==> config.mk <==
export PLATFORM = sky130hd
export DESIGN_NAME = tmsl_top
export DESIGN_NICKNAME = d
export VERILOG_FILES = /design/src/hw/tmsl_pkg.sv /design/src/hw/tmsl_top.sv /design/src/hw/tmsl_signature.sv
export SDC_FILE = /design/constraint.sdc
export NUM_CORES = 1
export LEC_CHECK = 0
export ABC_AREA = 1
export BUFFER_PORTS_ARGS = -buffer_cell sky130_fd_sc_hd__buf_2
export CAP_MARGIN = 5
export CORE_MARGIN = 3
export CORE_UTILIZATION = 44
export CTS_CLUSTER_DIAMETER = 60
export DETAILED_ROUTE_END_ITERATION = 8
export GPL_TIMING_DRIVEN = 0
export PLACE_DENSITY_LB_ADDON = 0.2
export SYNTH_ARGS = -nofsm -noshare
export SYNTH_HDL_FRONTEND = slang
export SYNTH_SLANG_ARGS = --single-unit
export TNS_END_PERCENT = 10
==> constraint.sdc <==
create_clock -name clk_sys_in -period 1.2 [get_ports clk_sys_in]
set_input_delay 0.18 -clock clk_sys_in [delete_from_list [all_inputs] [get_ports clk_sys_in]]
set_output_delay 0.18 -clock clk_sys_in [all_outputs]
set_load 0.02 [all_outputs]
==> src/hw/tmsl_pkg.sv <==
// Package of constants and types for the test mode and signature logic
package tmsl_pkg;
    // Test mode decoded at reset release
    typedef enum logic [2:0] {
        TMSL_MODE_NORMAL,
        TMSL_MODE_DISP_TEST,
        TMSL_MODE_DRIVE_HIGH,
        TMSL_MODE_DRIVE_LOW,
        TMSL_MODE_TRISTATE,
        TMSL_MODE_RESERVED
    } tmsl_mode_t;

    localparam int          TMSL_SIG_WIDTH    = 16;
    localparam int          TMSL_VIDEO_WIDTH  = 8;
    localparam int          TMSL_PIN_COUNT    = 32;
    localparam int          TMSL_ENABLE_BIT   = 14;
    localparam logic [7:0]  TMSL_SIG_REG_ID   = 8'h3D;
    localparam logic [15:0] TMSL_SIG_RESET    = 16'h0000;
    // Feedback taps x^16+x^12+x^3+x+1
    localparam logic [15:0] TMSL_SIG_TAPS     = 16'h100B;
endpackage : tmsl_pkg

==> src/hw/tmsl_top.sv <==
// Test mode selection and video signature logic
// Summary of operation
// - Sample read and write strobes when reset is released.
// - A test mode needs read or write strobe low at release.
// - Decode strobes and memory/io select into display test, high, low, tristate.
// - A 16-bit LFSR compresses successive video words into a signature.
// - During blanking the signature replaces pixel data on video pins.
// - Signature readable at frame end through register dump id 3D.
// - Signature is driven onto video pins only in display test mode.
// - Analyzer accumulates only after opcode bit 14 is written one.
// - Drive-high and drive-low force every pin to one or zero.
// - Tristate mode releases every bidirectional pin; video outputs still pass pixel data.
`timescale 1ns/1ps
module tmsl_top #(
    parameter int PIN_N = tmsl_pkg::TMSL_PIN_COUNT
) (
    input  wire logic                                 clk_sys_in,
    input  wire logic                                 sys_rst_in,
    input  wire logic                                 rd_strobe_n_in,
    input  wire logic                                 wr_strobe_n_in,
    input  wire logic                                 memory_io_select_pin_in,
    input  wire logic                                 opcode_wr_in,
    input  wire logic [15:0]                          opcode_data_in,
    input  wire logic                                 blank_in,
    input  wire logic                                 frame_end_in,
    input  wire logic                                 dump_req_in,
    input  wire logic [7:0]                           dump_reg_id_in,
    input  wire logic [tmsl_pkg::TMSL_VIDEO_WIDTH-1:0] video_data_bus_in,
    input  wire logic [PIN_N-1:0]                     pin_data_in,
    input  wire logic [PIN_N-1:0]                     pin_oe_n_in,
    output logic      [tmsl_pkg::TMSL_VIDEO_WIDTH-1:0] video_data_bus_out,
    output logic      [PIN_N-1:0]                     pin_data_out,
    output logic      [PIN_N-1:0]                     pin_oe_n_out,
    output logic      [2:0]                           mode_out,
    output logic                                      dump_valid_out,
    output logic      [tmsl_pkg::TMSL_SIG_WIDTH-1:0]  dump_data_out
);
    import tmsl_pkg::*;

    typedef struct packed {
        logic                        rst_d;
        tmsl_mode_t                  mode;
        logic                        sig_en;
        logic [TMSL_SIG_WIDTH-1:0]   frame_sig;
        logic [TMSL_VIDEO_WIDTH-1:0] video;
        logic [PIN_N-1:0]            pdata;
        logic [PIN_N-1:0]            poe_n;
        logic                        dvalid;
        logic [TMSL_SIG_WIDTH-1:0]   ddata;
    } tmsl_state_t;

    tmsl_state_t                 state_r;
    tmsl_state_t                 state_nxt;
    logic [TMSL_SIG_WIDTH-1:0]   live_sig;
    logic                        is_test;

    // Compressor runs only once software enables it in display test mode
    tmsl_signature #(
        .SIG_W (TMSL_SIG_WIDTH),
        .VID_W (TMSL_VIDEO_WIDTH)
    ) u_sig (
        .clk_sys_in    (clk_sys_in),
        .sys_rst_in    (sys_rst_in),
        .clear_in      (frame_end_in),
        .enable_in     (is_test && state_r.sig_en && !blank_in),
        .video_in      (video_data_bus_in),
        .signature_out (live_sig)
    );

    assign is_test = (state_r.mode == TMSL_MODE_DISP_TEST);

    // Mode capture, signature routing and pin conditioning
    always_comb
    begin
        state_nxt        = state_r;
        state_nxt.rst_d  = 1'b0;
        state_nxt.dvalid = 1'b0;
        // First cycle after release: strobes are sampled exactly once
        if (state_r.rst_d)
        begin
            unique case ({rd_strobe_n_in, wr_strobe_n_in, memory_io_select_pin_in})
                3'b010:  state_nxt.mode = TMSL_MODE_DISP_TEST;
                3'b011:  state_nxt.mode = TMSL_MODE_DRIVE_HIGH;
                3'b100:  state_nxt.mode = TMSL_MODE_DRIVE_LOW;
                3'b101:  state_nxt.mode = TMSL_MODE_TRISTATE;
                3'b110,
                3'b111:  state_nxt.mode = TMSL_MODE_NORMAL;
                default: state_nxt.mode = TMSL_MODE_RESERVED;
            endcase
        end
        // Enable bit tracks opcode writes; only meaningful in test mode
        if (opcode_wr_in && is_test)
            state_nxt.sig_en = opcode_data_in[TMSL_ENABLE_BIT];
        // Snapshot at frame end so the dump reads a stable value
        if (frame_end_in)
            state_nxt.frame_sig = live_sig;
        if (dump_req_in && dump_reg_id_in == TMSL_SIG_REG_ID)
        begin
            state_nxt.dvalid = 1'b1;
            state_nxt.ddata  = state_r.frame_sig;
        end
        // Video path: signature replaces pixels in blanking, test mode only
        if (is_test && blank_in)
            state_nxt.video = live_sig[TMSL_VIDEO_WIDTH-1:0];
        else
            state_nxt.video = video_data_bus_in;
        // Conditioning overrides the functional pin drive
        unique case (state_r.mode)
            TMSL_MODE_DRIVE_HIGH:
            begin
                state_nxt.pdata = '1;
                state_nxt.poe_n = '0;
                state_nxt.video = '1;
            end
            TMSL_MODE_DRIVE_LOW:
            begin
                state_nxt.pdata = '0;
                state_nxt.poe_n = '0;
                state_nxt.video = '0;
            end
            TMSL_MODE_TRISTATE:
            begin
                state_nxt.pdata = '0;
                state_nxt.poe_n = '1;
            end
            default:
            begin
                state_nxt.pdata = pin_data_in;
                state_nxt.poe_n = pin_oe_n_in;
            end
        endcase
    end

    // Reset holds mode at normal with all pins released
    always_ff @(posedge clk_sys_in)
    begin
        if (sys_rst_in)
        begin
            state_r       <= '0;
            state_r.rst_d <= 1'b1;
            state_r.mode  <= TMSL_MODE_NORMAL;
            state_r.poe_n <= '1;
        end
        else
            state_r <= state_nxt;
    end

    assign video_data_bus_out = state_r.video;
    assign pin_data_out       = state_r.pdata;
    assign pin_oe_n_out       = state_r.poe_n;
    assign mode_out           = state_r.mode;
    assign dump_valid_out     = state_r.dvalid;
    assign dump_data_out      = state_r.ddata;

    a_mode_held: assert property (@(posedge clk_sys_in) disable iff (sys_rst_in)
        !state_r.rst_d |=> $stable(state_r.mode)) else $error("mode changed");
    a_mode_decode: assert property (@(posedge clk_sys_in) disable iff (sys_rst_in)
        state_r.rst_d && rd_strobe_n_in && wr_strobe_n_in
        |=> mode_out == TMSL_MODE_NORMAL) else $error("normal decode");
    a_disp_decode: assert property (@(posedge clk_sys_in) disable iff (sys_rst_in)
        state_r.rst_d && {rd_strobe_n_in, wr_strobe_n_in, memory_io_select_pin_in} == 3'b010
        |=> is_test) else $error("display test decode");
    a_sig_video: assert property (@(posedge clk_sys_in) disable iff (sys_rst_in)
        is_test && blank_in |=> video_data_bus_out == $past(live_sig[7:0]))
        else $error("signature not on video");
    a_no_sig_norm: assert property (@(posedge clk_sys_in) disable iff (sys_rst_in)
        state_r.mode == TMSL_MODE_NORMAL |=> video_data_bus_out == $past(video_data_bus_in))
        else $error("signature in normal");
    a_drive_high: assert property (@(posedge clk_sys_in) disable iff (sys_rst_in)
        state_r.mode == TMSL_MODE_DRIVE_HIGH |=> pin_data_out == '1 && pin_oe_n_out == '0)
        else $error("drive high");
    a_drive_low: assert property (@(posedge clk_sys_in) disable iff (sys_rst_in)
        state_r.mode == TMSL_MODE_DRIVE_LOW |=> pin_data_out == '0 && pin_oe_n_out == '0)
        else $error("drive low");
    a_tristate: assert property (@(posedge clk_sys_in) disable iff (sys_rst_in)
        state_r.mode == TMSL_MODE_TRISTATE |=> pin_oe_n_out == '1)
        else $error("tristate");
    a_dump_sig: assert property (@(posedge clk_sys_in) disable iff (sys_rst_in)
        frame_end_in ##1 (dump_req_in && dump_reg_id_in == TMSL_SIG_REG_ID && !frame_end_in)
        |=> dump_valid_out && dump_data_out == $past(live_sig, 2))
        else $error("dump value");
    a_sig_idle: assert property (@(posedge clk_sys_in) disable iff (sys_rst_in)
        !state_r.sig_en && !frame_end_in |=> $stable(live_sig))
        else $error("signature moved");
    a_sig_update: assert property (@(posedge clk_sys_in) disable iff (sys_rst_in)
        is_test && state_r.sig_en && !blank_in && !frame_end_in && video_data_bus_in != 8'h00
        && live_sig[15] == 1'b0 |=> live_sig != {$past(live_sig[14:0]), 1'b0})
        else $error("video not folded");

    // Remaining strap codes; every legal pattern has its own check
    a_high_decode: assert property (@(posedge clk_sys_in) disable iff (sys_rst_in)
        state_r.rst_d && {rd_strobe_n_in, wr_strobe_n_in, memory_io_select_pin_in} == 3'b011
        |=> mode_out == TMSL_MODE_DRIVE_HIGH) else $error("drive high decode");
    a_low_decode: assert property (@(posedge clk_sys_in) disable iff (sys_rst_in)
        state_r.rst_d && {rd_strobe_n_in, wr_strobe_n_in, memory_io_select_pin_in} == 3'b100
        |=> mode_out == TMSL_MODE_DRIVE_LOW) else $error("drive low decode");
    a_tri_decode: assert property (@(posedge clk_sys_in) disable iff (sys_rst_in)
        state_r.rst_d && {rd_strobe_n_in, wr_strobe_n_in, memory_io_select_pin_in} == 3'b101
        |=> mode_out == TMSL_MODE_TRISTATE) else $error("tristate decode");
    a_rsvd_decode: assert property (@(posedge clk_sys_in) disable iff (sys_rst_in)
        state_r.rst_d && !rd_strobe_n_in && !wr_strobe_n_in
        |=> mode_out == TMSL_MODE_RESERVED) else $error("reserved decode");
    // Reserved codes behave as normal: pixels only on the video pins
    a_rsvd_video: assert property (@(posedge clk_sys_in) disable iff (sys_rst_in)
        state_r.mode == TMSL_MODE_RESERVED |=> video_data_bus_out == $past(video_data_bus_in))
        else $error("signature in reserved");
    // Analyzer enable follows opcode writes and exists only in test mode
    a_en_write: assert property (@(posedge clk_sys_in) disable iff (sys_rst_in)
        is_test && opcode_wr_in |=> state_r.sig_en == $past(opcode_data_in[TMSL_ENABLE_BIT]))
        else $error("enable not written");
    a_en_test_only: assert property (@(posedge clk_sys_in) disable iff (sys_rst_in)
        !is_test |-> !state_r.sig_en)
        else $error("enable outside test");
    // Blanking freezes the analyzer so the shown value covers the whole line
    a_blank_hold: assert property (@(posedge clk_sys_in) disable iff (sys_rst_in)
        blank_in && !frame_end_in |=> $stable(live_sig))
        else $error("signature moved in blank");
    // Frame end restarts the analyzer for the next frame
    a_frame_clear: assert property (@(posedge clk_sys_in) disable iff (sys_rst_in)
        frame_end_in |=> live_sig == TMSL_SIG_RESET)
        else $error("signature not cleared");
    // Dump for any other register id stays silent
    a_dump_other: assert property (@(posedge clk_sys_in) disable iff (sys_rst_in)
        dump_req_in && dump_reg_id_in != TMSL_SIG_REG_ID |=> !dump_valid_out)
        else $error("dump on wrong id");
endmodule : tmsl_top

==> src/hw/tmsl_signature.sv <==
// Signature shift register compressing the video data stream
`timescale 1ns/1ps
module tmsl_signature #(
    parameter int SIG_W = 16,
    parameter int VID_W = 8
) (
    input  wire logic             clk_sys_in,
    input  wire logic             sys_rst_in,
    input  wire logic             clear_in,
    input  wire logic             enable_in,
    input  wire logic [VID_W-1:0] video_in,
    output logic      [SIG_W-1:0] signature_out
);
    import tmsl_pkg::*;

    typedef struct packed {
        logic [SIG_W-1:0] sig;
    } tmsl_sig_state_t;

    tmsl_sig_state_t state_r;
    tmsl_sig_state_t state_nxt;
    logic            fb;

    // Shift with feedback, then fold the video word in (multi-input LFSR)
    always_comb
    begin
        state_nxt = state_r;
        fb        = state_r.sig[SIG_W-1];
        if (clear_in)
        begin
            state_nxt.sig = SIG_W'(TMSL_SIG_RESET);
        end
        else if (enable_in)
        begin
            state_nxt.sig = {state_r.sig[SIG_W-2:0], 1'b0}
                ^ (fb ? SIG_W'(TMSL_SIG_TAPS) : '0)
                ^ SIG_W'(video_in);
        end
    end

    always_ff @(posedge clk_sys_in)
    begin
        if (sys_rst_in)
            state_r <= '0;
        else
            state_r <= state_nxt;
    end

    assign signature_out = state_r.sig;
endmodule : tmsl_signature

## Word-level counts from Yosys, hierarchy flattened

Index checks and enable logic that the tools add are counted.

| cells by class | value |
|---|---|
| equal/unequal tests | 11 |
| mux-type cells | 10 |
| bitwise operators | 2 |
| reductions and logical operators | 8 |

Operators with widths:

| operator | count |
|---|---|
| $pmux 64 s3 | 1 |
| $mux 110 | 1 |
| $mux 17 | 1 |
| $mux 16 | 1 |
| $pmux 8 s2 | 1 |
| $xor 16x16->16 | 1 |
| $xor 16x8->16 | 1 |
| $eq 3x3->1 const B | 5 |
| $pmux 3 s5 | 1 |
| $mux 13 | 1 |
| $eq 3x2->1 const B | 4 |
| $eq 8x6->1 const B | 1 |
| $mux 8 | 1 |
| $logic_and 1x1->1 | 5 |
| $reduce_or 2->1 | 2 |
| $eq 3x1->1 const B | 1 |
| $mux 3 | 1 |
| $logic_not 1->1 | 1 |
| $mux 1 | 1 |

| word-level totals | value |
|---|---|
| register bits | 126 |
| input port bits | 105 |
| output and inout port bits | 92 |

## Depth between registers and ports, before layout

| depth | value |
|---|---|
| word-level depth | 5 |
| depth in mapped cells | 7 |

## By module

From an unflattened synthesis, not the netlist that was laid out.

| second synthesis, totals | value |
|---|---|
| cells, all modules | 668 |
| area total of the unflattened synthesis | 5181.2 sq um |

By module, submodules not included:

| module | times used | cells an instance | area each (sq um) | seq. area each (sq um) |
|---|---|---|---|---|
| tmsl_top | 1 | 569 | 4415.5 | 2202.1 |
| tmsl_signature | 1 | 99 | 765.7 | 320.3 |

## Worst setup path after synthesis

Ideal clock, no wire load.

| timing path | value |
|---|---|
| path kind | reg-to-reg |
| start | register state_r (netlist bit mode_out[0]) |
| end | register u_sig.state_r (netlist bit u_sig.signature_out[6]) |
| library setup time | 0.119 ns |
| arrival time | 1.100 ns |
| required time | 1.081 ns |
| slack | -0.019 ns |
| cell stages (with the launch flop) | 7 |
| path buffers | 1 |
| cells stage by stage | dfxtp_1 > inv_2 > nor3_2 > nand2_1 > buf_2 > o21ai_0 > a21oi_1 |

| between the ends | value |
|---|---|
| word-level cells in the longest chain between the ends | 3 |

Ends and longest elaborated chain:

| element | line | text |
|---|---|---|
| start: declaration | tmsl_top.sv:52 | `tmsl_state_t state_r;` |
| start signal: assignment | tmsl_top.sv:145 | `state_r <= state_nxt;` |
| $eq 3x1->1 | tmsl_top.sv:70 | `assign is_test = (state_r.mode == TMSL_MODE_DISP_TEST);` |
| $logic_and 1x1->1 (2 in series) | tmsl_top.sv:65 | `.enable_in (is_test && state_r.sig_en && !blank_in),` |
| end signal: assignment | tmsl_signature.sv:46 | `state_r <= state_nxt;` |
| end: declaration | tmsl_signature.sv:20 | `tmsl_sig_state_t state_r;` |

Every way passes these cells.
A chain may end at the register's enable or synchronous reset.

## Worst setup path in the final report

| timing path | value |
|---|---|
| start | register state_r (netlist bit mode_out[2]) |
| end | register state_r (netlist bit pin_data_out[16]) |

| between the ends | value |
|---|---|
| word-level cells in the longest chain between the ends | 2 |
| elaborated cells on any way between the ends | 4 |
| classes of those cells | eq/ne (3); mux (1) |

Ends and longest elaborated chain:

| element | line | text |
|---|---|---|
| $eq 3x3->1 / $eq 3x2->1 (equally long branches) | tmsl_top.sv:108 | `unique case (state_r.mode)` |
| $pmux 64 s3 (*) | tmsl_top.sv:108 |  |

Every way passes the cells marked *; elsewhere a longest branch is shown, timed or not.

==> impl_metrics.ini <==
[outcome]
status = finished with violations
violations = negative setup slack

[die]
start_util = 0.459
core_area_um2 = 11100
die_area_um2 = 12900
fp.dieH_um = 114
core.rowCount = 38
boundaryPins = 197
die_x_um = 114

[timing]
finalCritPeriodShare = 1.06
period_needed_ps = 1280
slew_viol_final = 0
tightest_slew_ps = 588
setup_violations = 81
finClkSkew_ps = 6.28
max_freq_mhz = 784
tns_ps = -3480
setup_slack_ps = -75.8
slew-limit-headroom = 0.607
rsz0062_at_grt = true
hold_violations = 0

[yosys]
yosysWarnings = 0
ys_ff_latch = 126
synth_top_area_cell = dfxtp_1
synth_seq_area_share = 0.496
avgSynthCellArea_um2 = 7.84
netlist_area_um2 = 5090
syn_inst = 649
ys_types = 20
yosysTopAreaCellShare = 0.496
synth_nets = 754
ys_top_cells_by_area = dfxtp_1 50%, buf_4 14%, nand2_1 12%, a21oi_1 6.7%, nor2_1 4.3%

[cells_and_area]
design_area_um2 = 7560
final_layout_size_suffix_gt1_frac = 0.430
final_common_cell = buf_2
layout_common_cells = 164 x buf_2, 150 x nand2_1, 116 x dfxtp_1, 106 x buf_4, 57 x nor2_1
fin_cells = 1046
fin_nets = 998
utilization = 0.682
syn2layout_area_growth_pct = 48.5
nFillCells = 886
antenna_cells = 0

[placement]
io_buffers = 180
gp_congestion = 0.844
place_area_um2 = 6170
dp_hpwl_mm = 9.57
place_inst = 969

[power]
power.density_nw_per_um2 = 1480
p_leak_nw = 3.88
total_power_w = 0.0112
peakVddDrop_mv = 1.17

[detailed_routing]
ant_nets = 0
avgRoutedWirePerCell_um = 13.3
avgViaCountPerCell = 4.59
drt_iter0_drc = 266
detail_route.first_pass.iterations = 4
drt_wl_total_mm = 13.9
drc = 0
vias = 4801

[min_path]
hp-class = in2reg
min_from = pin_data_in[26]
hold_end = pin_data_out[26]
worstHoldPathCells = 3

[critical_path]
path_depth = 7
crit_fanout = 7
critPathSlowestCell = dfxtp_4
critPathLaunch = mode_out[2]
cp-start-kind = register
required_ps = 1460
crit_path_end_kind = register
slowest_delay_ps = 420
reg2reg_from = mode_out[2]
worstReg2RegEnd = pin_data_out[16]
crit_family = flip-flops
path_cells = inv_6 > nor3_4 > nor2_4 > buf_12 > buf_4 > nand2_1 > a21oi_1
critical_path_class = reg2reg
r2r_cells = 7
crit_buf_inv = 3
cp.arrival_ps = 1540
rrSetupSlack_ps = -80

[global_routing]
grt_usage = 0.212
antenna_found_initial = 0
grt_overflow = 0
grt_pass1_vias = 4675
grt_max_degree = 17
grt_pass1_wl_mm = 21.8

[clock_network]
clk-insertion-delay-late_ps = 410
cts_buffer_depth = 2
cts-root-buf = clkbuf_16
cts_tree = done
clock-sinks = 126
numCtsBuffers = 17
h-tree-depth = 4
clk_transition_reported_paths_ps = 50

[flow_run]
drv_cap = 0
registers in the layout, summed over array words and instances, names as in the netlist:
signal / count
pin_data_out: 32
pin_oe_n_out: 32
state_r: 18
dump_data_out: 16
u_sig.signature_out: 16
video_data_bus_out: 8
mode_out: 3
dump_valid_out: 1
synthesized netlist by cell type:
cell type / count
nand3_1: 15
o21ai_0: 31
clkbuf_2: 1
nand2_1: 158
buf_1: 1
nand4_1: 9
inv_1: 43
nor2_1: 58
nand2_2: 1
a21oi_1: 68
nor3_2: 2
dfxtp_1: 126
nor2_4: 2
inv_2: 4
o21ai_1: 1
buf_2: 9
clkbuf_1: 18
xor2_1: 7
nand3_2: 1
buf_4: 94
per-layer routing:
| metal | vias up | part of all wire | track usage |
|---|---|---|---|
| li1 | 2431 | - | - |
| met1 | 2153 | 0.41 | 0.241 |
| met2 | 182 | 0.50 | 0.373 |
| met3 | 35 | 0.063 | 0.0536 |
| met4 | 0 | 0.028 | 0.0986 |
| met5 | - | 0 | 0 |
report_power, final:
group          internal [W]  switching [W]
registers           0.00442      0.0000914
clock network       0.00320        0.00179
logic              0.000820       0.000880
total               0.00844        0.00276
layout make-up:
cell class / instances / area, µm² / share of cell area
inverter: 47 / 191 / 0.0253
clock buffer: 21 / 470 / 0.0623
tap: 140 / 175 / 0.0232
buffer: 123 / 868 / 0.115
clock inverter: 11 / 115 / 0.0152
timing repair buffer: 225 / 1450 / 0.192
multi-input combinational: 353 / 1740 / 0.230
sequential: 126 / 2540 / 0.336
stage by stage:
stage,setup slack (ps),hold slack (ps)
floorplan,15.8,208
global placement,-306,366
detailed placement,-337,370
CTS,-61.0,0.643
global route,-141,10.0
finish,-75.8,18.4
worst max path at each step:
stage | to
floorplan | u_sig.signature_out[6]
global placement | pin_oe_n_out[15]
detailed placement | pin_oe_n_out[15]
finish | pin_data_out[16]
CTS | mode_out[1]
global route | pin_data_out[31]
timing repair:
action                     CTS  global route
cloned                       4             0
hold endpoints to repair    33             0
hold buffers                33             0
setup endpoints to repair   96           105
resized for setup           72            65
setup buffers                5             4
pin swaps                    4             7
worst reg2reg max path: stages, from the launching register on:
cell     delay (ps)
dfxtp_4         420
inv_6            60
nor3_4          230
nor2_4           50
buf_12          140
buf_4           130
nand2_1          50
a21oi_1          60
logic make-up (layout without fill, tap and decap cells):
logic type                after synthesis  after routing  share of synthesized area
AOI/OAI and AO/OA                     100            100                     0.0984
xor gates and xnor gates                7              7                     0.0120
buffers and inverters                 170            427                      0.197
and+or+nand+nor                       246            246                      0.197
DFF                                   126            126                      0.496
(Power assumes the default switching activity.)
